`config.mk`:
```
export PLATFORM = sky130hd
export DESIGN_NAME = pfm_limits_top
export DESIGN_NICKNAME = d
export VERILOG_FILES = /design/src/verilog/pfm_ref_judge.v /design/src/verilog/pfm_limits_top.v
export VERILOG_INCLUDE_DIRS = /design/src /design/src/verilog
export SDC_FILE = /design/constraint.sdc
export NUM_CORES = 1
export LEC_CHECK = 0
export CAP_MARGIN = 0
export CORE_MARGIN = 2
export CORE_UTILIZATION = 50
export DETAILED_ROUTE_END_ITERATION = 7
export DONT_BUFFER_PORTS = 1
export SYNTH_ARGS = -nofsm -noshare
export SYNTH_HDL_FRONTEND = slang
export SYNTH_HIERARCHICAL = 1
export SYNTH_SLANG_ARGS = --single-unit
export TNS_END_PERCENT = 30
```
`constraint.sdc`:
```
create_clock -name clk_sys_in -period 3.3 [get_ports clk_sys_in]
set_clock_uncertainty 0.2 [all_clocks]
set_input_delay 0 -clock clk_sys_in [delete_from_list [all_inputs] [get_ports clk_sys_in]]
set_output_delay 0 -clock clk_sys_in [all_outputs]
set_load 0.01 [all_outputs]
```
`src/verilog/pfm_defines.vh`:
```
`ifndef PFM_DEFINES_VH
`define PFM_DEFINES_VH

// Register offsets (byte addresses on the plain port)
`define PFM_ADDR_LIM_1_0     8'h60
`define PFM_ADDR_LIM_3_2     8'h61
`define PFM_ADDR_LIM_5_4     8'h62
`define PFM_ADDR_LIM_7_6     8'h63
`define PFM_ADDR_LIM_9_8     8'h64
`define PFM_ADDR_LIM_10      8'h65
`define PFM_ADDR_FAIL_7_0    8'h66
`define PFM_ADDR_FAIL_10_8   8'h67
`define PFM_ADDR_IRQ_STAT_LO 8'h40
`define PFM_ADDR_IRQ_STAT_HI 8'h41
`define PFM_ADDR_IRQ_MASK_LO 8'h42
`define PFM_ADDR_IRQ_MASK_HI 8'h43

// Reset values
`define PFM_RST_LIM_PAIR     8'h33
`define PFM_RST_LIM_SINGLE   8'h03
`define PFM_RST_MASK         11'h000

// Field positions
`define PFM_ODD_LSB          4
`define PFM_EVEN_LSB         0
`define PFM_PAIR_MASK        8'h77
`define PFM_SINGLE_MASK      8'h07

// Number of references
`define PFM_NUM_REF          11

// Thresholds in units of 0.1 ppm, 12-bit
`define PFM_ACC_0            12'h05C
`define PFM_REJ_0            12'h078
`define PFM_ACC_1            12'h190
`define PFM_REJ_1            12'h208
`define PFM_ACC_2            12'h280
`define PFM_REJ_2            12'h33E
`define PFM_ACC_3            12'h3E8
`define PFM_REJ_3            12'h514
`define PFM_ACC_4            12'h08A
`define PFM_REJ_4            12'h0B4
`define PFM_ACC_5            12'h0F6
`define PFM_REJ_5            12'h140
`define PFM_ACC_6            12'h16E
`define PFM_REJ_6            12'h1DB
`define PFM_ACC_7            12'h208
`define PFM_REJ_7            12'h2A3

`endif

```
`src/verilog/pfm_ref_judge.v`:
```
`timescale 1ns/100ps
`include "pfm_defines.vh"

module pfm_ref_judge (
    input  wire        clk_sys_in,
    input  wire        rst_n_in,
    input  wire [2:0]  limit_sel_in,
    input  wire [11:0] err_mag_in,
    input  wire        err_valid_in,
    output wire        reject_out
);

    reg [11:0] acc_thr;
    reg [11:0] rej_thr;
    reg        nxt_reject;
    reg        reject_ff;

    // ************************************
    // Threshold lookup
    // ************************************
    // code selects pair
    always @* begin
        case (limit_sel_in)
            3'h0: begin acc_thr = `PFM_ACC_0; rej_thr = `PFM_REJ_0; end
            3'h1: begin acc_thr = `PFM_ACC_1; rej_thr = `PFM_REJ_1; end
            3'h2: begin acc_thr = `PFM_ACC_2; rej_thr = `PFM_REJ_2; end
            3'h3: begin acc_thr = `PFM_ACC_3; rej_thr = `PFM_REJ_3; end
            3'h4: begin acc_thr = `PFM_ACC_4; rej_thr = `PFM_REJ_4; end
            3'h5: begin acc_thr = `PFM_ACC_5; rej_thr = `PFM_REJ_5; end
            3'h6: begin acc_thr = `PFM_ACC_6; rej_thr = `PFM_REJ_6; end
            default: begin acc_thr = `PFM_ACC_7; rej_thr = `PFM_REJ_7; end
        endcase
    end

    // ************************************
    // Decision with hysteresis
    // ************************************
    always @* begin
        nxt_reject = reject_ff;
        if (err_valid_in) begin
            if (err_mag_in > rej_thr) begin
                nxt_reject = 1'b1;
            end else if (err_mag_in < acc_thr) begin
                nxt_reject = 1'b0;
            end
        end
    end

    always @(posedge clk_sys_in or negedge rst_n_in) begin
        if (!rst_n_in) begin
            reject_ff <= 1'b0;
        end else begin
            reject_ff <= nxt_reject;
        end
    end

    assign reject_out = reject_ff;

endmodule // pfm_ref_judge

```
`src/verilog/pfm_limits_top.v`:
```
// The implementer's own choice: strobed register access.
`timescale 1ns/100ps
`include "pfm_defines.vh"

module pfm_limits_top (
    input  wire        clk_sys_in,
    input  wire        rst_n_in,
    input  wire [7:0]  addr_in,
    input  wire [7:0]  wdata_in,
    input  wire        wr_in,
    input  wire        rd_in,
    output wire [7:0]  rdata_out,
    input  wire [131:0] err_mag_in,
    input  wire [10:0] err_valid_in,
    output wire [10:0] fail_out,
    output wire        irq_out
);

    reg  [7:0]  lim_ff [0:5];
    reg  [10:0] stat_ff;
    reg  [10:0] mask_ff;
    reg  [10:0] fail_d_ff;
    reg  [7:0]  nxt_rdata;
    reg  [7:0]  rdata_ff;
    reg  [10:0] nxt_stat;
    reg  [10:0] clr_bits;
    wire [10:0] reject;
    wire [10:0] rise;
    integer     i;

    // ************************************
    // Limit registers
    // ************************************
    // field packing and write
    always @(posedge clk_sys_in or negedge rst_n_in) begin
        if (!rst_n_in) begin
            for (i = 0; i < 5; i = i + 1) begin
                lim_ff[i] <= `PFM_RST_LIM_PAIR;
            end
            lim_ff[5] <= `PFM_RST_LIM_SINGLE;
        end else if (wr_in) begin
            for (i = 0; i < 5; i = i + 1) begin
                if (addr_in == `PFM_ADDR_LIM_1_0 + i[7:0]) begin
                    lim_ff[i] <= wdata_in & `PFM_PAIR_MASK;
                end
            end
            if (addr_in == `PFM_ADDR_LIM_10) begin
                lim_ff[5] <= wdata_in & `PFM_SINGLE_MASK;
            end
        end
    end

    // ************************************
    // Per-input judges
    // ************************************
    // error measured upstream
    genvar g;
    generate
        for (g = 0; g < `PFM_NUM_REF; g = g + 1) begin : g_ref
            pfm_ref_judge u_judge (
                .clk_sys_in   (clk_sys_in),
                .rst_n_in     (rst_n_in),
                .limit_sel_in (lim_ff[g / 2][(g % 2) * 4 +: 3]),
                .err_mag_in   (err_mag_in[g * 12 +: 12]),
                .err_valid_in (err_valid_in[g]),
                .reject_out   (reject[g])
            );
        end
    endgenerate

    assign fail_out = reject;

    // ************************************
    // Interrupt status and mask
    // ************************************
    assign rise = reject & ~fail_d_ff;

    always @* begin
        clr_bits = 11'h000;
        if (wr_in && addr_in == `PFM_ADDR_IRQ_STAT_LO) begin
            clr_bits[7:0] = wdata_in;
        end
        if (wr_in && addr_in == `PFM_ADDR_IRQ_STAT_HI) begin
            clr_bits[10:8] = wdata_in[2:0];
        end
        nxt_stat = (stat_ff & ~clr_bits) | rise;
    end

    always @(posedge clk_sys_in or negedge rst_n_in) begin
        if (!rst_n_in) begin
            stat_ff   <= 11'h000;
            mask_ff   <= `PFM_RST_MASK;
            fail_d_ff <= 11'h000;
        end else begin
            stat_ff   <= nxt_stat;
            fail_d_ff <= reject;
            if (wr_in && addr_in == `PFM_ADDR_IRQ_MASK_LO) begin
                mask_ff[7:0] <= wdata_in;
            end
            if (wr_in && addr_in == `PFM_ADDR_IRQ_MASK_HI) begin
                mask_ff[10:8] <= wdata_in[2:0];
            end
        end
    end

    assign irq_out = |(stat_ff & mask_ff);

    // ************************************
    // Read mux
    // ************************************
    always @* begin
        case (addr_in)
            `PFM_ADDR_LIM_1_0:     nxt_rdata = lim_ff[0];
            `PFM_ADDR_LIM_3_2:     nxt_rdata = lim_ff[1];
            `PFM_ADDR_LIM_5_4:     nxt_rdata = lim_ff[2];
            `PFM_ADDR_LIM_7_6:     nxt_rdata = lim_ff[3];
            `PFM_ADDR_LIM_9_8:     nxt_rdata = lim_ff[4];
            `PFM_ADDR_LIM_10:      nxt_rdata = lim_ff[5];
            `PFM_ADDR_FAIL_7_0:    nxt_rdata = reject[7:0];
            `PFM_ADDR_FAIL_10_8:   nxt_rdata = {5'h00, reject[10:8]};
            `PFM_ADDR_IRQ_STAT_LO: nxt_rdata = stat_ff[7:0];
            `PFM_ADDR_IRQ_STAT_HI: nxt_rdata = {5'h00, stat_ff[10:8]};
            `PFM_ADDR_IRQ_MASK_LO: nxt_rdata = mask_ff[7:0];
            `PFM_ADDR_IRQ_MASK_HI: nxt_rdata = {5'h00, mask_ff[10:8]};
            default:               nxt_rdata = 8'h00;
        endcase
    end

    always @(posedge clk_sys_in or negedge rst_n_in) begin
        if (!rst_n_in) begin
            rdata_ff <= 8'h00;
        end else if (rd_in) begin
            rdata_ff <= nxt_rdata;
        end else begin
            rdata_ff <= 8'h00;
        end
    end

    assign rdata_out = rdata_ff;

endmodule // pfm_limits_top

```
* After elaboration in Yosys (flattened, before gate mapping) *
Cells that the tools add are included.

word-level totals
  register bits after elaboration = 85
  latch bits = 0
  memory bits (writable) = 0
  ROM bits = 0
  bits of input ports = 163
  output and inout port bits = 20
  logic and storage cells = 220
  memories = 0

operators by class
  $add $sub $neg = 0
  multiply operators = 0
  divide/modulo/power cells = 0
  order comparisons = 22
  equality and inequality tests = 78
  shift-type cells = 0
  mux-type cells = 48
  bitwise operators = 6
  reductions and logical operators = 44

operator list
  kind                                           count
  case mux 11 bit (7 select lines)               11
  case mux 10 bit (7 select lines)               11
  greater-than comparator 12 x 11 -> 1 bit       11
  less-than comparator 12 x 10 -> 1 bit          11
  == test 3 bit, second input constant           33
  == test 8 x 7 -> 1 bit, second input constant  12
  case mux 8 bit (12 select lines)               1
  == test 3 x 2 -> 1 bit, second input constant  22
  AND reduction 2 bit                            17
  bitwise AND 11 bit                             3
  == test 3 x 1 -> 1 bit, second input constant  11
  logical NOT 3 bit                              11
  two-way mux 1 bit                              22
  inverter 11 bit                                2
  nonzero test 2 bit                             11
  two-way mux 8 bit                              2
  OR 11 bit                                      1
  OR reduction 11 bit                            1
  logical AND 1 bit                              4
  two-way mux 3 bit                              1

* Logic depth before layout (Yosys ltp) *
Gate-level depths: netlist of run 1.

  word-level depth = 6
  depth in mapped cells = 10
  depth with buffers taken out = 9

* Cells and area by module *
Netlist of run 1, hierarchy kept.

by module, submodules not included
  module                                 times used  cells each  area an instance (sq um)  sequential area each (sq um)
  pfm_ref_judge at g_ref[1].u_judge ...  6           87          644.4                     25.0
  pfm_limits_top                         1           285         3,445.8                   1,879.3
  pfm_ref_judge at g_ref[0].u_judge ...  3           87          638.1                     25.0
  pfm_ref_judge at g_ref[3].u_judge      1           88          644.4                     25.0
  pfm_ref_judge at g_ref[5].u_judge      1           86          630.6                     25.0

* Least setup slack after synthesis of run 1 *
Ideal clock, no wire load.

  path kind = reg-to-reg
  from = reg lim_ff[0] (netlist name)
  to = reg g_ref[10].u_judge.reject_ff
  library setup time = 0.129 ns
  arrival = 2.563 ns
  required time = 2.971 ns
  slack = 0.408 ns
  cell stages (with the launch flop) = 10
  path buffers = 1
  clock period less this slack = 2.892 ns
  cells stage by stage = dfstp_2 clkbuf_1 nor2b_1 nand2_1 ha_1 a211o_1 a31oi_1 o21ai_1 o311a_1 a2111o_1

on the way
  cells in the longest elaborated chain, start to end = 5
  elaborated cells between the ends (all ways) = 14
  those cells by class = order compare (2); eq/ne (6); mux (3); reduce/logical (3)

RTL lines
  what                                                                                               line                                    source
  start: declaration                                                                                 pfm_limits_top.v:19                     reg [7:0] lim_ff [0:5];
  start signal: indexed assignment                                                                   pfm_limits_top.v:38                     lim_ff[i] <= `PFM_RST_LIM_PAIR;
  start signal: indexed assignment                                                                   pfm_limits_top.v:44                     lim_ff[i] <= wdata_in & `PFM_PAIR_MASK;
  == test 3 bit, or another cell as far along                                                        pfm_ref_judge.v:23                      case (limit_sel_in)
  case mux 10 bit (7 select lines) or case mux 11 bit (7 select lines) (tied branches)               pfm_ref_judge.v:23
  less-than comparator 12 x 10 -> 1 bit or greater-than comparator 12 x 11 -> 1 bit (tied branches)  pfm_ref_judge.v:43, pfm_ref_judge.v:41
  nonzero test 2 bit (no source line)                                                                -
  AND reduction 2 bit (no source line)                                                               -
  end signal: assignment                                                                             pfm_ref_judge.v:53                      reject_ff <= nxt_reject;
  end: declaration                                                                                   pfm_ref_judge.v:16                      reg reject_ff;

Parallel ways exist; a longest one is shown, timed or not.
A chain may end at the register's enable or synchronous reset.

* Final worst setup path of run 1 *
  from = reg lim_ff[1] (netlist name)
  to = reg g_ref[10].u_judge.reject_ff

The elaborated chain is that of the path after synthesis.

==> impl_metrics.json, run 1 <==
{
  "status": "finished with violations",
  "failed_checks": "negative hold slack",
  "combPwrFrac_pct": 31.5,
  "gp_congestion": 0.899,
  "cts-root-buf": "clkbuf_16",
  "slew_violations": 0,
  "critical_path_buf_inv_count": 2,
  "tritoncts.num_buffers": 9,
  "routed-via-count": 9665,
  "drc": 0,
  "drive_gt1_share_pct": 10.4,
  "cp.depth": 9,
  "die_h_um": 149,
  "wire_per_inst_um": 18.4,
  "timing.final.crit_share_pct": 98.3,
  "layout_common_cells": "209 x ha_1, 150 x nand2_1, 139 x dlygate4sd3_1",
  "setup.worst_path.class": "register to register",
  "yosysUniqueCellTypes": 60,
  "max_slew_margin_pct": 19.6,
  "drtPass1Iterations": 5,
  "clkSinkCount": 85,
  "wirelength_um": 30300,
  "p_sw_w": 0.00111,
  "p_sw_share_pct": 31.9,
  "cts_max_level": 3,
  "yosys_most_used_dff": "dfrtp_1",
  "cp-start-kind": "register",
  "dp_hpwl_um": 22700,
  "final_common_cell": "ha_1",
  "clockBufferDepth": 2,
  "grt_usage_pct": 27.3,
  "overflow": 0,
  "internal_power_w": 0.00236,
  "path_delay_family": "buffers and inverters",
  "die_area_um2": 22200,
  "ys_async_sr_fraction_pct": 100,
  "grt_max_degree": 86,
  "drt_first_iter_violations": 535,
  "hold-worst-slack_ps": -5.21,
  "syn_to_final_growth_pct": 19.8,
  "synthesis.nets": 1614,
  "fp.dieW_um": 149,
  "grt_pass1_vias": 9730,
  "hold_path.class": "primary input to register",
  "port-buffer-count": 0,
  "hold_viol_final": 1,
  "ff2ff_path_depth": 9,
  "endpoint": "g_ref[10].u_judge/reject_out",
  "setup_viol": 0,
  "crit_required_ps": 3330,
  "worst_pin_slew_ps": 1200,
  "setup-tns-final_ps": 0,
  "antenna_found_initial": 2,
  "yosysWarnings": 6,
  "netlist_area_um2": 10500,
  "reg2reg_to": "g_ref[10].u_judge/reject_out",
  "slowest_stage": "dfstp_2",
  "clk_pin_slew_ps": 70,
  "min_path_cells": 3,
  "cpPeakStageDelay_ps": 620,
  "crit_chain": "xor2_1 -> and2_1 -> nor2_1 -> ha_1 -> a21oi_1 -> dlygate4sd3_1 -> a21oi_1 -> dlygate4sd3_1 -> a2111o_1",
  "multi_input_area_um2": 8000,
  "clock_latency_ps": 350,
  "end_kind": "register",
  "drtAntennaViolNets": 0,
  "num-nets-final": 1737,
  "cp.arrival_ps": 3270,
  "power_frac_clock_pct": 33.2,
  "cp_max_fo": 8,
  "avgSynthCellArea_um2": 8.46,
  "initial_core_util_pct": 50.4,
  "period_needed_ps": 3240,
  "pwr-share-seq_pct": 35.4,
  "setup.worst_path.start": "lim_ff[1]",
  "synth-seq-area-share_pct": 20.5,
  "fmax_mhz": 308,
  "core-area_um2": 20800,
  "synth_seq_cells": 85,
  "synth_edf_count": 0,
  "ios": 183,
  "vias_per_cell": 5.86,
  "grt_pass1_wl_um": 48800,
  "regArea_um2": 2160,
  "fillers": 1855,
  "r2r-start": "lim_ff[1]",
  "p_leak_nw": 5.57,
  "synthCells": 1242,
  "cts_tree": "done",
  "rsz0062_at_grt": "no",
  "maxCapViolCount": 0,
  "num_rows": 53,
  "ff2ff_setup_slack_ps": 60,
  "irDropWorstVdd_uv": 192,
  "power_density_nw_per_um2": 275
}
-- power by group through the flow --
stage	Sequential, W	Clock [W]	Combinational (W)
floorplan	0.00117	0	0.000747
global placement	0.00124	0	0.000833
detailed placement	0.00124	0	0.000852
CTS	0.00123	0.00117	0.00105
global route	0.00124	0.00121	0.00124
finish	0.00122	0.00115	0.00109
-- layer usage --
layer | wire (um) | share of wire, % | GRT usage [%] | vias up
met1 | 13300 | 44 | 35.0 | 4520
met2 | 14500 | 48 | 46.4 | 272
met4 | 475 | 1.6 | 5.95 | 0
li1 | - | - | - | 4830
met5 | 0 | 0 | 0 | -
met3 | 2060 | 6.8 | 6.91 | 43
-- worst reg2reg max path: stages (launching register included) --
cell	delay, ps
dfstp_2	620
xor2_1	210
and2_1	200
nor2_1	80
ha_1	190
a21oi_1	130
dlygate4sd3_1	580
a21oi_1	70
dlygate4sd3_1	550
a2111o_1	290
-- repair_timing --
item                       CTS  global route
hold buffers               140             0
gates resized for setup      0            10
setup endpoints to repair    0             3
buffers inserted             0            17
hold endpoints to repair   159             0
-- cells in the mapped netlist, types with 2 or more instances --
master | instances | area share [%]
o22ai_1 | 4 | 0.24
dfstp_2 | 22 | 5.5
dfrtp_1 | 63 | 15
xnor2_1 | 10 | 0.83
inv_1 | 52 | 1.9
a21boi_2 | 4 | 0.43
buf_2 | 11 | 0.52
ha_1 | 209 | 25
a21o_1 | 17 | 1.2
nor2_1 | 81 | 2.9
o31ai_1 | 6 | 0.43
nand4_1 | 24 | 1.4
o2bb2ai_1 | 2 | 0.17
nand2b_1 | 56 | 3.3
and2_4 | 6 | 0.50
o21ai_0 | 38 | 1.8
a2111o_1 | 4 | 0.43
o21ai_1 | 11 | 0.52
and4b_1 | 7 | 0.67
o2111ai_1 | 6 | 0.50
o311a_1 | 4 | 0.38
or3_1 | 3 | 0.18
o211ai_1 | 11 | 0.79
o21bai_1 | 7 | 0.50
and3_1 | 4 | 0.24
mux2i_1 | 14 | 1.3
and2_1 | 13 | 0.77
xor2_1 | 21 | 1.8
a211o_1 | 4 | 0.33
nor2b_1 | 27 | 1.6
a21oi_1 | 76 | 3.6
nand3_1 | 41 | 2.0
o311ai_2 | 6 | 0.93
mux2_2 | 52 | 5.6
and4_1 | 10 | 0.83
clkbuf_1 | 33 | 1.2
nand2_1 | 150 | 5.4
a31oi_1 | 6 | 0.36
a21boi_0 | 19 | 1.4
a22o_1 | 12 | 1.0
nor3_1 | 21 | 1.0
nand3b_1 | 8 | 0.57
a211oi_1 | 30 | 2.1
a22oi_1 | 13 | 0.93
nand4b_1 | 9 | 0.75
-- metrics by stage --
| stage | cells | instance area, um^2 | power [W] | utilization, % | setup WS [ps] |
|---|---|---|---|---|---|
| detailed placement | 1472 | 10700 | 0.00210 | 51.2 | 427 |
| floorplan | 1242 | 10500 | 0.00191 | - | 408 |
| global placement | 1472 | 10700 | 0.00208 | 51.2 | 490 |
| CTS | 1628 | 12400 | 0.00345 | 59.6 | 56.9 |
| finish | 1648 | 12600 | 0.00346 | 60.4 | 57.0 |
| global route | 1646 | 12600 | 0.00369 | 60.4 | 5.71 |
-- cell families after synthesis --
logic type | after synthesis | share of synthesized area [%]
AND/OR/NAND/NOR | 470 | 23.0
AO/OA/AOI/OAI | 284 | 18.5
adder cells (fa/ha/maj) | 209 | 24.9
buffers and inverters | 97 | 3.60
flip-flops | 85 | 20.5
multiplexers | 66 | 6.91
XOR/XNOR | 31 | 2.59
-- flip-flops by register name (all words and copies together), names as in the netlist --
name / cells
fail_d_ff: 11
rdata_out: 8
g_ref.u_judge/reject_out: 11
lim_ff: 33
stat_ff: 11
mask_ff: 11
-- cell type report --
type	instances	area share [%]
diodes	3	0.0596
well taps	275	2.73
clock inverters	5	0.646
clock buffers	11	2.01
inverters	52	1.55
flip-flops and latches	85	17.2
multi-input cells	1060	63.6
repair buffers	157	12.3
-- how the worst min path moves through the flow --
stage / slack, ps / end / from
finish: -5 / rdata_out[2] / addr_in[1]
global route: 8 / g_ref[7].u_judge/reject_out / err_mag_in[89]
CTS: 0.8 / g_ref[6].u_judge/reject_out / err_mag_in[76]
detailed placement: -490 / g_ref[8].u_judge/reject_out / rst_n_in
global placement: -490 / g_ref[8].u_judge/reject_out / rst_n_in
floorplan: -500 / fail_d_ff[0] / rst_n_in
Note: power is estimated with default switching activity, not from simulation.
==> run 2, diff against run 1 <==
PLACE_DENSITY = 0.68   (was not set)
RECOVER_POWER = 100   (was not set)
clock period = 2.7 ns   (was 3.3 ns; I/O delays follow)
==> impl_metrics.json, run 2 (synthesis gave the netlist of run 1 again) <==
{
  "status": "finished with violations",
  "failed_checks": "negative hold slack, max-capacitance violations, max-slew violations",
  "initial_core_util_pct": 50.4,
  "dp_hpwl_um": 22700,
  "num_rows": 53,
  "crit_required_ps": 2720,
  "met1_length_um": 13200,
  "irDropWorstVdd_uv": 336,
  "placedCellCount": 1518,
  "drtPass1Iterations": 8,
  "rsz0062_at_grt": "yes",
  "cp.arrival_ps": 2680,
  "maxCapViolCount": 1,
  "core-area_um2": 20800,
  "syn_to_final_growth_pct": 22.7,
  "tritoncts.num_buffers": 9,
  "design_power_total_w": 0.00423,
  "wl_met2_um": 15000,
  "cts_max_level": 3,
  "hold_viol_final": 1,
  "top_layer": "met4",
  "hold-worst-slack_ps": -2.58,
  "setup_viol": 0,
  "vias_per_cell": 5.95,
  "holdPathEnd": "g_ref[9].u_judge/reject_out",
  "r2r-start": "lim_ff[0]",
  "max_slew_margin_pct": -33.2,
  "largest_register_ffs": 33,
  "grt_pass1_wl_um": 48400,
  "gp_congestion": 0.917,
  "final_area_um2": 12900,
  "setup.worst_path.class": "register to register",
  "ios": 183,
  "cp-start-kind": "register",
  "post-route-util_pct": 61.9,
  "cts_tree": "done",
  "end_kind": "register",
  "clk_pin_slew_ps": 60,
  "wire_per_inst_um": 18.3,
  "routed-via-count": 9954,
  "reg2reg_to": "g_ref[10].u_judge/reject_out",
  "die_area_um2": 22200,
  "drt_first_iter_violations": 524,
  "clkSinkCount": 85,
  "drc": 0,
  "min-delay-start": "err_mag_in[114]",
  "clock_latency_ps": 350,
  "layout_common_cells": "202 x ha_1, 150 x nand2_1, 120 x dlygate4sd3_1",
  "antenna_found_initial": 1,
  "clockBufferDepth": 2,
  "placed_area_um2": 11000,
  "ff2ff_path_depth": 9,
  "hold_path.class": "primary input to register",
  "dr_wl_met3_um": 1930,
  "die_h_um": 149,
  "pre_cts_ws_ps": 1.80,
  "drtAntennaViolNets": 0,
  "grt_usage_pct": 26.8,
  "power_density_nw_per_um2": 329,
  "cp_max_fo": 6,
  "wirelength_um": 30700,
  "p_leak_nw": 5.75,
  "setup_ws_ps": 43.9,
  "min_path_cells": 5,
  "timing.final.crit_share_pct": 98.4,
  "fmax_mhz": 376,
  "port-buffer-count": 0,
  "period_needed_ps": 2660,
  "final_common_cell": "ha_1",
  "regMostFlops": "lim_ff",
  "grt_max_degree": 86,
  "drive_gt1_share_pct": 14.3,
  "grt_pass1_vias": 9902,
  "worst_pin_slew_ps": 2000,
  "overflow": 0,
  "finalNonFillerCells": 1673,
  "fp.dieW_um": 149,
  "slew_violations": 86,
  "cts-root-buf": "clkbuf_16",
  "ff2ff_setup_slack_ps": 40,
  "num-nets-final": 1764
}
[run 2: changes by cell type in the layout (fill, tap and decap cells not counted), moves of 3 or more]
cell,change
and2_0,+3
buf_2,+3
buf_4,+35
buf_6,+8
dlygate4sd3_1,-19
ha_1,-7
ha_4,+7
nor2_1,-3
nor2_2,+3
nor2b_1,-5
nor2b_4,+3
[run 2: worst max-delay path by stage]
stage | startpoint | to | slack [ps] | depth (start not counted)
after floorplan | lim_ff[0] | g_ref[10].u_judge/reject_out | -10 | 9
after global placement | lim_ff[40] | g_ref[0].u_judge/reject_out | 60 | 9
after detailed placement | lim_ff[40] | g_ref[0].u_judge/reject_out | 2 | 8
after CTS | lim_ff[40] | g_ref[0].u_judge/reject_out | 4 | 9
after global routing | lim_ff[2] | g_ref[10].u_judge/reject_out | -100 | 9
final | lim_ff[0] | g_ref[10].u_judge/reject_out | 40 | 9
[run 2: worst max-delay path, cell delays in order (launching register included)]
cell and delay, ps:
dfstp_2 600, xor2_2 170, nor2_1 70, a21o_1 160, ha_1 290, nand4b_1 180, nor3_2 70, a21boi_2 150
o311a_1 350, a2111o_1 290
[run 2: final cells by class]
class / count / area, um^2
Multi-Input combinational cell: 1060 / 8160
Fill cell: 1769 / 7940
Sequential cell: 85 / 2160
Timing Repair Buffer: 184 / 1720
Tap cell: 275 / 344
Clock buffer: 10 / 229
Inverter: 52 / 195
Clock inverter: 5 / 77.6
Antenna cell: 2 / 5.00
[run 2: metrics by stage]
| step | TNS, ps | hold WS, ps |
|---|---|---|
| floorplan | -41.9 | -496 |
| global placement | 0 | -494 |
| detailed placement | 0 | -494 |
| CTS | 0 | 0.360 |
| global route | -239 | 20.0 |
| finish | 0 | -2.58 |
[run 2: power breakdown]
group,switching [W],internal [W],total [W],leakage (nW)
clock,0.000523,0.000803,0.00133,0.148
sequential,0.000110,0.00135,0.00146,0.947
combinational,0.000738,0.000706,0.00144,4.65
total,0.00137,0.00286,0.00423,5.75
[run 2: metal layers]
metal  vias up  global-route usage (%)
met1      4691                    34.3
li1       4886                       -
met4         0                    5.57
met2       319                    46.7
met3        58                    5.75
met5         -                       0
[run 2: timing repair]
action / 4_1_cts / 5_1_grt
buffers inserted: 3 / 11
hold endpoints to repair: 159 / 0
resized for setup: 0 / 43
hold buffers: 123 / 0
setup endpoints to repair: 1 / 9
pin swaps: 4 / 26
cloned: 0 / 1
